## config.mk

```make
export PLATFORM = sky130hd
export DESIGN_NAME = wdt_interval_timer
export DESIGN_NICKNAME = d
export VERILOG_FILES = /design/src/rtl/wdt_interval_timer.v /design/src/rtl/wdt_prescaler.v /design/src/rtl/wdt_pulse_timer.v
export VERILOG_INCLUDE_DIRS = /design/src /design/src/rtl
export SDC_FILE = /design/constraint.sdc
export NUM_CORES = 1
export LEC_CHECK = 0
export BUFFER_PORTS_ARGS = -buffer_cell sky130_fd_sc_hd__buf_2
export CORE_MARGIN = 5
export CORE_UTILIZATION = 35
export DETAILED_ROUTE_END_ITERATION = 6
export SLEW_MARGIN = 20
export SYNTH_ARGS = -nofsm -noshare
export SYNTH_HDL_FRONTEND = slang
export SYNTH_SLANG_ARGS = --single-unit
```

## constraint.sdc

```tcl
create_clock -name i_core_clk -period 2.35 [get_ports i_core_clk]
set_input_delay 0 -clock i_core_clk [delete_from_list [all_inputs] [get_ports i_core_clk]]
set_output_delay 0 -clock i_core_clk [all_outputs]
set_load 0.01 [all_outputs]
```

## src/rtl/wdt_map.vh

```
// Purpose: Constants for the watchdog / interval timer.
// Assumes: Byte-addressed register bus with 16-bit word writes.
// Notes: Definitions only; included by its bare name.
//
// How it works
// - Watchdog overflow reset sets the reset flag; pin reset or read-then-zero clears.
// - Reset flag and output enable reset only by the reset pin.
// - Output enable set drives the reset pin low; clear keeps it released.
// - Reset status bits 5 to 0 are read-only and read as 1.
// - Counter and control written only by word writes with matching password.
// - Word with A5 upper and 00 lower clears the reset flag.
// - Word with 5A upper loads output enable; byte writes do nothing.
// - Byte reads: control at FFA8, counter at FFA9, reset status FFAB.
// - Watchdog mode overflow holds the internal chip reset for 518 cycles.
// - External reset output is driven for 132 cycles when enabled.
// - Simultaneous pin and watchdog reset counts as a pin reset.
// - Same vector for both resets; only the reset flag tells them apart.
// - Interval mode requests an interrupt at every counter overflow.
// - Overflow sets the overflow flag and, same cycle, reset or interrupt.
// - Reset flag sets only in watchdog mode; internal reset clears control and counter, not the reset flag.
// - Interval interrupt requested whenever the overflow flag is 1 in interval mode with the timer enabled.
// - Counter write in the same cycle as a tick wins; no increment.
// - Clock select picks divide by 2,32,64,128,256,512,2048,4096.
// - Counter cleared and held while disabled or reset; counts up when enabled.
// - Overflow flag clears by read as 1 then write of 0, and also by internal reset or standby.
// - Control bits 7 to 5 clear in standby; clock select retained.
`ifndef WDT_MAP_VH
`define WDT_MAP_VH

`define WDT_ADDR_CSR 16'hFFA8
`define WDT_ADDR_CNT 16'hFFA9
`define WDT_ADDR_RST_WR 16'hFFAA
`define WDT_ADDR_RST_RD 16'hFFAB
`define WDT_ADDR_CNT_WR 16'hFFA8

`define WDT_PW_CNT 8'h5A
`define WDT_PW_CSR 8'hA5
`define WDT_PW_RST_OE 8'h5A
`define WDT_PW_RST_CLR 8'hA5
`define WDT_RST_CLR_DATA 8'h00

`define WDT_CSR_OVF 7
`define WDT_CSR_MODE 6
`define WDT_CSR_EN 5
`define WDT_CSR_ONES 2'h3
`define WDT_RST_WATCHDOG_RESET_FLAG 7
`define WDT_RST_OE 6
`define WDT_RST_ONES 6'h3F

`define WDT_CNT_RESET 8'h00
`define WDT_CNT_MAX 8'hFF
`define WDT_CKS_RESET 3'h0

// Durations in system clock states: 518 and 132.
`define WDT_INT_RST_STATES 10'h206
`define WDT_EXT_RST_STATES 10'h084

`endif

```

## src/rtl/wdt_interval_timer.v

```verilog
// Purpose: 8-bit watchdog / interval timer with password-protected writes.
// Assumes: Pin reset is i_rstn; bus writes and reads last one cycle.
// Notes: Read data is registered and appears one cycle after i_bus_rd.
`timescale 1ns/10ps
`default_nettype none
`include "wdt_map.vh"
module wdt_interval_timer #(
  parameter [9:0] INT_RST_CYCLES = `WDT_INT_RST_STATES,
  parameter [9:0] EXT_RST_CYCLES = `WDT_EXT_RST_STATES
) (
  // Clock, pin reset and clock enable
  input wire i_core_clk,
  input wire i_rstn,
  input wire i_ce,
  // Software standby from the power controller
  input wire i_standby,
  // Register bus
  input wire [15:0] i_bus_addr,
  input wire i_bus_wr,
  input wire i_bus_word,
  input wire [15:0] i_bus_wdata,
  input wire i_bus_rd,
  output reg [7:0] o_bus_rdata,
  // Chip reset and interrupt
  output wire o_chip_reset_n,
  output wire o_interval_irq,
  // Open-drain external reset output
  output wire o_ext_reset_out,
  output wire o_ext_reset_oe_n
);

  // ----------------------------------------------------------------
  // State
  // ----------------------------------------------------------------
  reg overflow_flag_reg;
  reg overflow_flag_next;
  reg watchdog_mode_select_reg;
  reg watchdog_mode_select_next;
  reg timer_enable_reg;
  reg timer_enable_next;
  reg [2:0] clock_select_reg;
  reg [2:0] clock_select_next;
  reg [7:0] wdt_up_counter_reg;
  reg [7:0] wdt_up_counter_next;
  reg watchdog_reset_flag_reg;
  reg watchdog_reset_flag_next;
  reg reset_output_enable_reg;
  reg reset_output_enable_next;
  reg ovf_armed_reg;
  reg ovf_armed_next;
  reg watchdog_reset_flag_armed_reg;
  reg watchdog_reset_flag_armed_next;
  reg [7:0] rdata_next;

  wire tick;
  wire int_rst_active;
  wire ext_rst_active;

  // ----------------------------------------------------------------
  // Reset release
  // ----------------------------------------------------------------
  // The pin is asynchronous: it asserts at once, but its release is
  // taken through three stages so no flop leaves reset near an edge.
  reg [2:0] rst_sync_reg;
  wire core_rstn = rst_sync_reg[2] & rst_sync_reg[1];

  always @(posedge i_core_clk or negedge i_rstn) begin
    if (!i_rstn) begin
      rst_sync_reg <= 3'h0;
    end else if (i_ce) begin
      rst_sync_reg <= {rst_sync_reg[1:0], 1'b1};
    end
  end

  // ----------------------------------------------------------------
  // Write decode
  // ----------------------------------------------------------------
  // Byte writes never match, so a half-word can never unlock anything.
  wire [7:0] wr_hi = i_bus_wdata[15:8];
  wire [7:0] wr_lo = i_bus_wdata[7:0];
  wire wr_word = i_bus_wr & i_bus_word;
  wire at_cnt_csr = (i_bus_addr == `WDT_ADDR_CNT_WR);
  wire at_rst = (i_bus_addr == `WDT_ADDR_RST_WR);
  wire wr_cnt = wr_word & at_cnt_csr & (wr_hi == `WDT_PW_CNT);
  wire wr_csr = wr_word & at_cnt_csr & (wr_hi == `WDT_PW_CSR);
  wire wr_rst_clr = wr_word & at_rst & (wr_hi == `WDT_PW_RST_CLR) &
                    (wr_lo == `WDT_RST_CLR_DATA);
  wire wr_rst_oe = wr_word & at_rst & (wr_hi == `WDT_PW_RST_OE);

  wire rd_csr = i_bus_rd & (i_bus_addr == `WDT_ADDR_CSR);
  wire rd_cnt = i_bus_rd & (i_bus_addr == `WDT_ADDR_CNT);
  wire rd_rst = i_bus_rd & (i_bus_addr == `WDT_ADDR_RST_RD);

  // ----------------------------------------------------------------
  // Overflow detection
  // ----------------------------------------------------------------
  // The internal reset also resets this block, so no overflow can be
  // raised while it is still held.
  // Standby clears the counter, so it masks an overflow as well.
  wire soft_rst = int_rst_active;
  wire ovf_evt = timer_enable_reg & tick & ~wr_cnt & ~soft_rst &
                 ~i_standby &
                 (wdt_up_counter_reg == `WDT_CNT_MAX);
  wire wdt_fire = ovf_evt & watchdog_mode_select_reg;

  // ----------------------------------------------------------------
  // Prescaler and reset pulse timers
  // ----------------------------------------------------------------
  wdt_prescaler #(
    .W(12)
  ) i_wdt_prescaler (
    .i_core_clk(i_core_clk),
    .i_rstn(core_rstn),
    .i_ce(i_ce),
    .i_cks(clock_select_reg),
    .o_tick(tick)
  );

  // The pin reset clears both timers asynchronously, so a pin reset
  // arriving with an overflow always wins and leaves no stretched pulse.
  wdt_pulse_timer #(
    .W(10),
    .CYCLES(INT_RST_CYCLES)
  ) i_wdt_pulse_timer_int (
    .i_core_clk(i_core_clk),
    .i_rstn(core_rstn),
    .i_ce(i_ce),
    .i_start(wdt_fire),
    .o_active(int_rst_active)
  );

  wdt_pulse_timer #(
    .W(10),
    .CYCLES(EXT_RST_CYCLES)
  ) i_wdt_pulse_timer_ext (
    .i_core_clk(i_core_clk),
    .i_rstn(core_rstn),
    .i_ce(i_ce),
    .i_start(wdt_fire & reset_output_enable_reg),
    .o_active(ext_rst_active)
  );

  // ----------------------------------------------------------------
  // Counter
  // ----------------------------------------------------------------
  // Clearing wins, then a bus write, then the tick.
  always @* begin
    wdt_up_counter_next = wdt_up_counter_reg;
    if (soft_rst | i_standby | ~timer_enable_reg) begin
      wdt_up_counter_next = `WDT_CNT_RESET;
    end else if (wr_cnt) begin
      wdt_up_counter_next = wr_lo;
    end else if (tick) begin
      wdt_up_counter_next = wdt_up_counter_reg + 8'h01;
    end
  end

  // ----------------------------------------------------------------
  // Control and status
  // ----------------------------------------------------------------
  always @* begin
    overflow_flag_next = overflow_flag_reg;
    watchdog_mode_select_next = watchdog_mode_select_reg;
    timer_enable_next = timer_enable_reg;
    clock_select_next = clock_select_reg;
    ovf_armed_next = ovf_armed_reg;
    if (soft_rst) begin
      overflow_flag_next = 1'b0;
      watchdog_mode_select_next = 1'b0;
      timer_enable_next = 1'b0;
      clock_select_next = `WDT_CKS_RESET;
      ovf_armed_next = 1'b0;
    end else if (i_standby) begin
      // The clock select is kept so a wake-up resumes the old rate.
      overflow_flag_next = 1'b0;
      watchdog_mode_select_next = 1'b0;
      timer_enable_next = 1'b0;
      ovf_armed_next = 1'b0;
    end else begin
      if (wr_csr) begin
        watchdog_mode_select_next = wr_lo[`WDT_CSR_MODE];
        timer_enable_next = wr_lo[`WDT_CSR_EN];
        clock_select_next = wr_lo[2:0];
      end
      if (rd_csr & overflow_flag_reg) begin
        ovf_armed_next = 1'b1;
      end
      // A new overflow in the clearing cycle keeps the flag set.
      if (ovf_evt) begin
        overflow_flag_next = 1'b1;
      end else if (wr_csr & ~wr_lo[`WDT_CSR_OVF] & ovf_armed_reg) begin
        overflow_flag_next = 1'b0;
        ovf_armed_next = 1'b0;
      end
    end
  end

  // ----------------------------------------------------------------
  // Reset status
  // ----------------------------------------------------------------
  // These two bits ignore the internal reset so that the reset routine
  // can still see why the chip restarted.
  always @* begin
    watchdog_reset_flag_next = watchdog_reset_flag_reg;
    reset_output_enable_next = reset_output_enable_reg;
    watchdog_reset_flag_armed_next = watchdog_reset_flag_armed_reg;
    if (rd_rst & watchdog_reset_flag_reg) begin
      watchdog_reset_flag_armed_next = 1'b1;
    end
    if (wdt_fire) begin
      watchdog_reset_flag_next = 1'b1;
    end else if (wr_rst_clr & watchdog_reset_flag_armed_reg) begin
      watchdog_reset_flag_next = 1'b0;
      watchdog_reset_flag_armed_next = 1'b0;
    end
    if (wr_rst_oe) begin
      reset_output_enable_next = wr_lo[`WDT_RST_OE];
    end
  end

  // ----------------------------------------------------------------
  // Read mux
  // ----------------------------------------------------------------
  // Unmapped reads return zero; otherwise the last value stands.
  always @* begin
    rdata_next = o_bus_rdata;
    if (rd_csr) begin
      rdata_next = {overflow_flag_reg, watchdog_mode_select_reg,
                    timer_enable_reg, `WDT_CSR_ONES,
                    clock_select_reg};
    end else if (rd_cnt) begin
      rdata_next = wdt_up_counter_reg;
    end else if (rd_rst) begin
      rdata_next = {watchdog_reset_flag_reg, reset_output_enable_reg,
                    `WDT_RST_ONES};
    end else if (i_bus_rd) begin
      rdata_next = 8'h00;
    end
  end

  // ----------------------------------------------------------------
  // Registers
  // ----------------------------------------------------------------
  always @(posedge i_core_clk or negedge core_rstn) begin
    if (!core_rstn) begin
      overflow_flag_reg <= 1'b0;
      watchdog_mode_select_reg <= 1'b0;
      timer_enable_reg <= 1'b0;
      clock_select_reg <= `WDT_CKS_RESET;
      wdt_up_counter_reg <= `WDT_CNT_RESET;
      ovf_armed_reg <= 1'b0;
      o_bus_rdata <= 8'h00;
    end else if (i_ce) begin
      overflow_flag_reg <= overflow_flag_next;
      watchdog_mode_select_reg <= watchdog_mode_select_next;
      timer_enable_reg <= timer_enable_next;
      clock_select_reg <= clock_select_next;
      wdt_up_counter_reg <= wdt_up_counter_next;
      ovf_armed_reg <= ovf_armed_next;
      o_bus_rdata <= rdata_next;
    end
  end

  // Only the pin reset reaches these bits.
  always @(posedge i_core_clk or negedge core_rstn) begin
    if (!core_rstn) begin
      watchdog_reset_flag_reg <= 1'b0;
      reset_output_enable_reg <= 1'b0;
      watchdog_reset_flag_armed_reg <= 1'b0;
    end else if (i_ce) begin
      watchdog_reset_flag_reg <= watchdog_reset_flag_next;
      reset_output_enable_reg <= reset_output_enable_next;
      watchdog_reset_flag_armed_reg <= watchdog_reset_flag_armed_next;
    end
  end

  // ----------------------------------------------------------------
  // Outputs
  // ----------------------------------------------------------------
  assign o_chip_reset_n = ~int_rst_active;
  // The interrupt is a level; software lowers it by clearing the flag.
  assign o_interval_irq = overflow_flag_reg & ~watchdog_mode_select_reg &
                          timer_enable_reg;
  // Open drain: the level is always low, only the enable moves.
  assign o_ext_reset_out = 1'b0;
  assign o_ext_reset_oe_n = ~ext_rst_active;

endmodule // wdt_interval_timer
`default_nettype wire

```

## src/rtl/wdt_prescaler.v

```verilog
// Purpose: Free-running prescaler giving a one-cycle counter tick.
// Assumes: Clock enable freezes the divider.
// Notes: Tick is registered, so it lags the divider by one cycle.
`timescale 1ns/10ps
`default_nettype none
module wdt_prescaler #(
  parameter W = 12
) (
  // Clock and reset
  input wire i_core_clk,
  input wire i_rstn,
  input wire i_ce,
  // Select and tick
  input wire [2:0] i_cks,
  output reg o_tick
);
  reg [W-1:0] div_reg;
  reg [W-1:0] mask;

  // ----------------------------------------------------------------
  // Divider select
  // ----------------------------------------------------------------
  always @* begin
    case (i_cks)
      3'h0: mask = 12'h001;
      3'h1: mask = 12'h01F;
      3'h2: mask = 12'h03F;
      3'h3: mask = 12'h07F;
      3'h4: mask = 12'h0FF;
      3'h5: mask = 12'h1FF;
      3'h6: mask = 12'h7FF;
      3'h7: mask = 12'hFFF;
      default: mask = 12'h001;
    endcase
  end

  always @(posedge i_core_clk or negedge i_rstn) begin
    if (!i_rstn) begin
      div_reg <= {W{1'b0}};
      o_tick <= 1'b0;
    end else if (i_ce) begin
      div_reg <= div_reg + 1'b1;
      o_tick <= ((div_reg & mask) == mask);
    end
  end
endmodule // wdt_prescaler
`default_nettype wire

```

## src/rtl/wdt_pulse_timer.v

```verilog
// Purpose: Stretches a start pulse to a fixed number of active cycles.
// Assumes: Starts while already active are ignored.
// Notes: Used for both the internal and the external reset pulse.
`timescale 1ns/10ps
`default_nettype none
`include "wdt_map.vh"
module wdt_pulse_timer #(
  parameter W = 10,
  parameter [W-1:0] CYCLES = `WDT_INT_RST_STATES
) (
  // Clock and reset
  input wire i_core_clk,
  input wire i_rstn,
  input wire i_ce,
  // Control
  input wire i_start,
  output reg o_active
);
  localparam [W-1:0] LAST = CYCLES - 1'b1;
  reg [W-1:0] cnt_reg;

  always @(posedge i_core_clk or negedge i_rstn) begin
    if (!i_rstn) begin
      cnt_reg <= {W{1'b0}};
      o_active <= 1'b0;
    end else if (i_ce) begin
      if (o_active) begin
        if (cnt_reg == LAST) begin
          o_active <= 1'b0;
          cnt_reg <= {W{1'b0}};
        end else begin
          cnt_reg <= cnt_reg + 1'b1;
        end
      end else if (i_start) begin
        o_active <= 1'b1;
        cnt_reg <= {W{1'b0}};
      end
    end
  end
endmodule // wdt_pulse_timer
`default_nettype wire

```

# == Word level (Yosys, flattened, before mapping) ==
# Memory sizes are Yosys's and may differ from the RTL's.
# Cells that the tools add are included.
# W data, S select, Z words.
# totals
elab_cells,129
out_inout_bits,12
mem_count,1
rom_bits,88
ff_bits,64
# classes
n_bitwise,36
reduce_logical,18
addsub,4
n_eq_ne,11
n_mux,42
# mem_list
memory,words,width,read_ports,rd_ports_with_merged_regs,write_ports,line,rtl
(no name shown),8,11,1,0,0,wdt_prescaler.v:24,case (i_cks)
# op_table
cell,count
$eq A16 B16 Y1 const B,4
$mux W10,6
$mux W8,7
$and A1 B1 Y1,26
$mux W1,26
$add A10 B1 Y10 const B,2
$eq A8 B8 Y1 const B,2
$reduce_and A2 Y1,8
$add A12 B1 Y12 const B,1
$and A12 B12 Y12,1
$eq A12 B12 Y1,1
$eq A10 B10 Y1 const B,1
$eq A10 B8 Y1 const B,1
$mux W3,3
$add A8 B1 Y8 const B,1
$eq A8 B7 Y1 const B,1
$logic_not A8 Y1,1
$reduce_bool A2 Y1,4
$reduce_bool A4 Y1,2
$not A1 Y1,7
$reduce_bool A3 Y1,2
$reduce_and A3 Y1,1
$ne A2 B1 Y1 const B,1
$or A1 B1 Y1,2

# == Logic depth before layout (Yosys ltp) ==
# depth
depth_word,12
depth_mapped,7
ltp_nobuf,6

# == Cells and area by module ==
# A second synthesis with hierarchy kept.
# unflattened
hier_cells,356
area_unflattened_um2,3529.6
# modules_own_cells
module,instances,cells_each,area_per_inst_um2
wdt_interval_timer,1,188,1752.9
wdt_prescaler,1,56,623.1
wdt_pulse_timer at i_wdt_pulse_timer_ext,1,57,578.1
wdt_pulse_timer at i_wdt_pulse_timer_int,1,55,575.6

# == Worst setup path before layout ==
# Ideal clock, no wire load.
# synth_path
kind,input to register
startpoint,input port i_bus_addr[0]
endpoint,register overflow_flag_reg
slack_ns,0.119
setup_ns,0.133
cell_stages,6
arrival_ns,2.099
cell_sequence,or4b_1 -> or4_1 -> buf_2 -> or4_4 -> a311oi_2 -> a211oi_1
# synth_between
elab_chain_cells,11
elab_cells_between_ends,16
classes_between,1 x eq/ne; 3 x mux; 10 x bitwise; 2 x reduce/logical
# synth_lines
element,line,rtl
start: declaration,wdt_interval_timer.v:18,"input wire [15:0] i_bus_addr,"
$eq A16 B16 Y1 (no line) *,-,
$and A1 B1 Y1 *,"wdt_interval_timer.v:84, wdt_interval_timer.v:85",
$and A1 B1 Y1,wdt_interval_timer.v:84,wire wr_cnt = wr_word & at_cnt_csr & (wr_hi == `WDT_PW_CNT);
$not A1 Y1,wdt_interval_timer.v:101,wire ovf_evt = timer_enable_reg & tick & ~wr_cnt & ~soft_rst &
$and A1 B1 Y1 (4 in series),wdt_interval_timer.v:101,
$mux W1,wdt_interval_timer.v:189,if (ovf_evt) begin
$mux W1,wdt_interval_timer.v:173,end else if (i_standby) begin
$mux W1,wdt_interval_timer.v:167,if (soft_rst) begin
end signal: assignment,wdt_interval_timer.v:254,overflow_flag_reg <= overflow_flag_next;
end: declaration,wdt_interval_timer.v:35,reg overflow_flag_reg;
# Every way passes the cells marked *; elsewhere a longest branch is shown, timed or not.
# A chain may end at the register's enable or synchronous reset.

# == Worst setup path in the final report ==
# layout_path
startpoint,register wdt_up_counter_reg[1]
endpoint,register i_wdt_pulse_timer_ext.cnt_reg[0]
# layout_between
elab_chain_cells,6
# layout_lines
element,line,rtl
start: declaration,wdt_interval_timer.v:43,reg [7:0] wdt_up_counter_reg;
start signal: assignment,wdt_interval_timer.v:250,wdt_up_counter_reg <= `WDT_CNT_RESET;
start signal: assignment,wdt_interval_timer.v:258,wdt_up_counter_reg <= wdt_up_counter_next;
$eq A8 B8 Y1 (no line),-,
$and A1 B1 Y1,wdt_interval_timer.v:101,
$and A1 B1 Y1,wdt_interval_timer.v:104,wire wdt_fire = ovf_evt & watchdog_mode_select_reg;
$and A1 B1 Y1,wdt_interval_timer.v:139,".i_start(wdt_fire & reset_output_enable_reg),"
$reduce_bool A2 Y1 (no line),-,
$reduce_and A2 Y1 (no line),-,
end signal: assignment,wdt_pulse_timer.v:24,cnt_reg <= {W{1'b0}};
end signal: assignment,wdt_pulse_timer.v:30,cnt_reg <= {W{1'b0}};
end signal: assignment,wdt_pulse_timer.v:32,cnt_reg <= cnt_reg + 1'b1;
end: declaration,wdt_pulse_timer.v:20,reg [W-1:0] cnt_reg;
# No other way between the ends.

==> out/metrics.yaml <==
async_reset_ff_share_pct: 100
avgSynthCellArea_um2: 9.47
remaining_drc_errors: 0
setup_violations: 0
hpwlAfterDp_um: 6870
ys_ff_latch: 64
endpoint_kind: "flop"
finalMaxSlewViolations: 0
path_max_fanout: 6
synth_nets: 424
cts_setup_buffers: 0
ys_types: 54
grt_max_degree: 48
fp-row-count: 37
drive_above_1_share_pct: 19.3
top_layer: "met4"
yosysWarnings: 0
setup_tns_ps: 0
clock_sinks: 64
whs_ps: 21.8
start_util_pct: 35.3
antenna_found_initial: 0
fmax_mhz: 453
ctsResizeCount: 0
numCtsBuffers: 9
grtUsageTotal_pct: 15.5
dieArea_mm2: 0.0124
grt_pass1_vias: 3225
power.density_mw_per_mm2: 540
hold_path_class: "input port to flop"
status: "finished clean"
maxSlewHeadroom_pct: 62.3
clockRootBuffer: "clkbuf_8"
start_kind: "flop"
ys.flop_type: "dfrtp_1"
clock_latency_ps: 340
min_path_cells: 4
period_needed_ps: 2210
worstSetupPathType: "flop to flop"
fp.dieW_um: 111
wl_per_cell_um: 15.7
die_h_um: 111
wirelength_um: 9370
core_area_mm2: 0.0102
synth_edf_count: 0
ys_seq_area_share_pct: 44.5
peakVddDrop_uv: 274
syn_inst: 380
met2WireLength_um: 4500
mostFrequentLayoutCells: "dfrtp_1 (64), buf_2 (49), nand2_1 (43), nor2_1 (19), nand3_1 (18)"
wl_met3_um: 558
ctsHoldBuffers: 11
slowest_delay_ps: 530
vias: 3252
netlist_area_mm2: 0.00360
clk_pin_slew_ps: 70
ant_nets: 0
final_common_cell: "dfrtp_1"
grt_pass1_wl_um: 15900
total_power_w: 0.00238
gp_congestion: 0.860
clk_path_buf_depth: 2
worst_slew_pin_slew_ps: 560
critical_path.cell_chain: "ha_1 > and3_1 > nand4_1 > a2111oi_1 > o21ai_1 > mux2_2"
arrival_ps: 2430
post_dp_cell_area_mm2: 0.00410
ios: 51
r2r_slack_ps: 140
reg2reg_depth: 6
clock_skew_ps: 11.7
cpMaxStageDelayCell: "a2111oi_1"
syn2layout_area_growth_pct: 22.2
nets: 500
met1Wirelength_um: 4180
cts_max_level: 3
hold_violations: 0
drt-initial-drc-count: 183
largest_register_ff_count: 12
port_buffers: 49
grt-ovfl-total: 0
viasPerCell: 5.46
leakagePower_nw: 1.92
antennaDiodeCount: 0
fin_area_mm2: 0.00440
rsz0062_at_grt: "false"
dr.pass1.iters: 7
worstPathRequired_ps: 2570
cts_tree: "built"
cap_viol_max_count: 0
fin_crit_sh_pct: 93.8
worst max-delay path: cells and delay by family (launching register included):
family                     cells  cell delay [ps]
muxes                          1              330
and+or+nand+nor                2              360
adders and majority gates      1              210
AOI/OAI and AO/OA              2              790
DFF                            1              390
path summary, 6_finish.rpt:
kind                                                           endpoint                               from
max                        i_wdt_pulse_timer_ext.cnt_reg[0]$_DFFE_PN0P_  wdt_up_counter_reg[1]$_DFFE_PN0P_
min in group asynchronous  i_wdt_pulse_timer_ext.cnt_reg[3]$_DFFE_PN0P_        rst_sync_reg[2]$_DFFE_PN0P_
min reg2reg                i_wdt_pulse_timer_ext.cnt_reg[3]$_DFFE_PN0P_        rst_sync_reg[2]$_DFFE_PN0P_
max reg2reg                i_wdt_pulse_timer_ext.cnt_reg[0]$_DFFE_PN0P_  wdt_up_counter_reg[1]$_DFFE_PN0P_
max in group asynchronous        i_wdt_prescaler.div_reg[8]$_DFFE_PN0P_        rst_sync_reg[1]$_DFFE_PN0P_
min                                        timer_enable_reg$_DFFE_PN0P_                          i_standby
cell usage after synthesis, types with 3 or more instances:
| master | instances | area share [%] |
|---|---|---|
| dfrtp_1 | 64 | 44 |
| nand2_1 | 43 | 4.5 |
| nor2_1 | 19 | 2.0 |
| nand3_1 | 18 | 2.5 |
| nand4_1 | 17 | 3.0 |
| o21ai_0 | 16 | 2.2 |
| mux2i_1 | 13 | 3.6 |
| o31ai_1 | 13 | 2.7 |
| inv_1 | 12 | 1.3 |
| o2bb2ai_1 | 11 | 2.7 |
| a21o_1 | 9 | 1.9 |
| and3_1 | 9 | 1.6 |
| clkbuf_1 | 9 | 0.94 |
| nor3_1 | 8 | 1.1 |
| o22ai_1 | 8 | 1.4 |
| xnor2_1 | 8 | 1.9 |
| a21oi_1 | 7 | 0.97 |
| nor4_1 | 7 | 1.2 |
| and2_1 | 6 | 1.0 |
| mux2_2 | 6 | 1.9 |
| nand2b_1 | 6 | 1.0 |
| o211ai_1 | 6 | 1.3 |
| and4_1 | 5 | 1.2 |
| ha_1 | 5 | 1.7 |
| nor2b_1 | 5 | 0.87 |
| o21ai_1 | 5 | 0.70 |
| a22o_1 | 4 | 0.97 |
| or3_1 | 4 | 0.70 |
| nand3b_1 | 3 | 0.63 |
| nor4b_1 | 3 | 0.73 |
| xor2_1 | 3 | 0.73 |
layer usage:
metal / vias to the layer above / track usage, %
met3: 14 / 3.97
met4: 0 / 4.14
li1: 1588 / -
met5: - / 0
met1: 1545 / 20.6
met2: 105 / 25.1
through the flow:
step	util [%]	worst slack, ps	instances
2_1_floorplan	-	119	380
4_1_cts	43.2	164	596
6_report	43.2	145	596
3_5_place_dp	40.3	36.5	570
3_3_place_gp	40.3	86.5	570
5_1_grt	43.2	0.511	596
kinds of logic (layout without fill, tap and decap cells):
kind of cell,after synthesis,in the layout,share of synthesized area [%]
compound gates,93,93,18.2
xor+xnor,11,11,2.68
fa+ha+maj,5,5,1.74
buf+inv,23,103,2.54
flops,64,64,44.5
mux,19,19,5.49
other cells,1,1,0.104
simple gates,164,164,24.8
where the power goes:
group | internal, W | total, W | switching [W]
clock network | 0.000512 | 0.000931 | 0.000419
logic | 0.000115 | 0.000218 | 0.000102
registers | 0.00116 | 0.00123 | 0.0000641
total | 0.00179 | 0.00238 | 0.000586
layout make-up:
cell class | instances | area, um^2
clock inverters | 3 | 42.5
fillers | 1002 | 5780
multi-input cells | 293 | 1910
well taps | 136 | 170
clock buffers | 12 | 145
repair buffers | 76 | 488
flip-flops and latches | 64 | 1600
inverters | 12 | 45.0
Power figures use the tool's default switching activity.
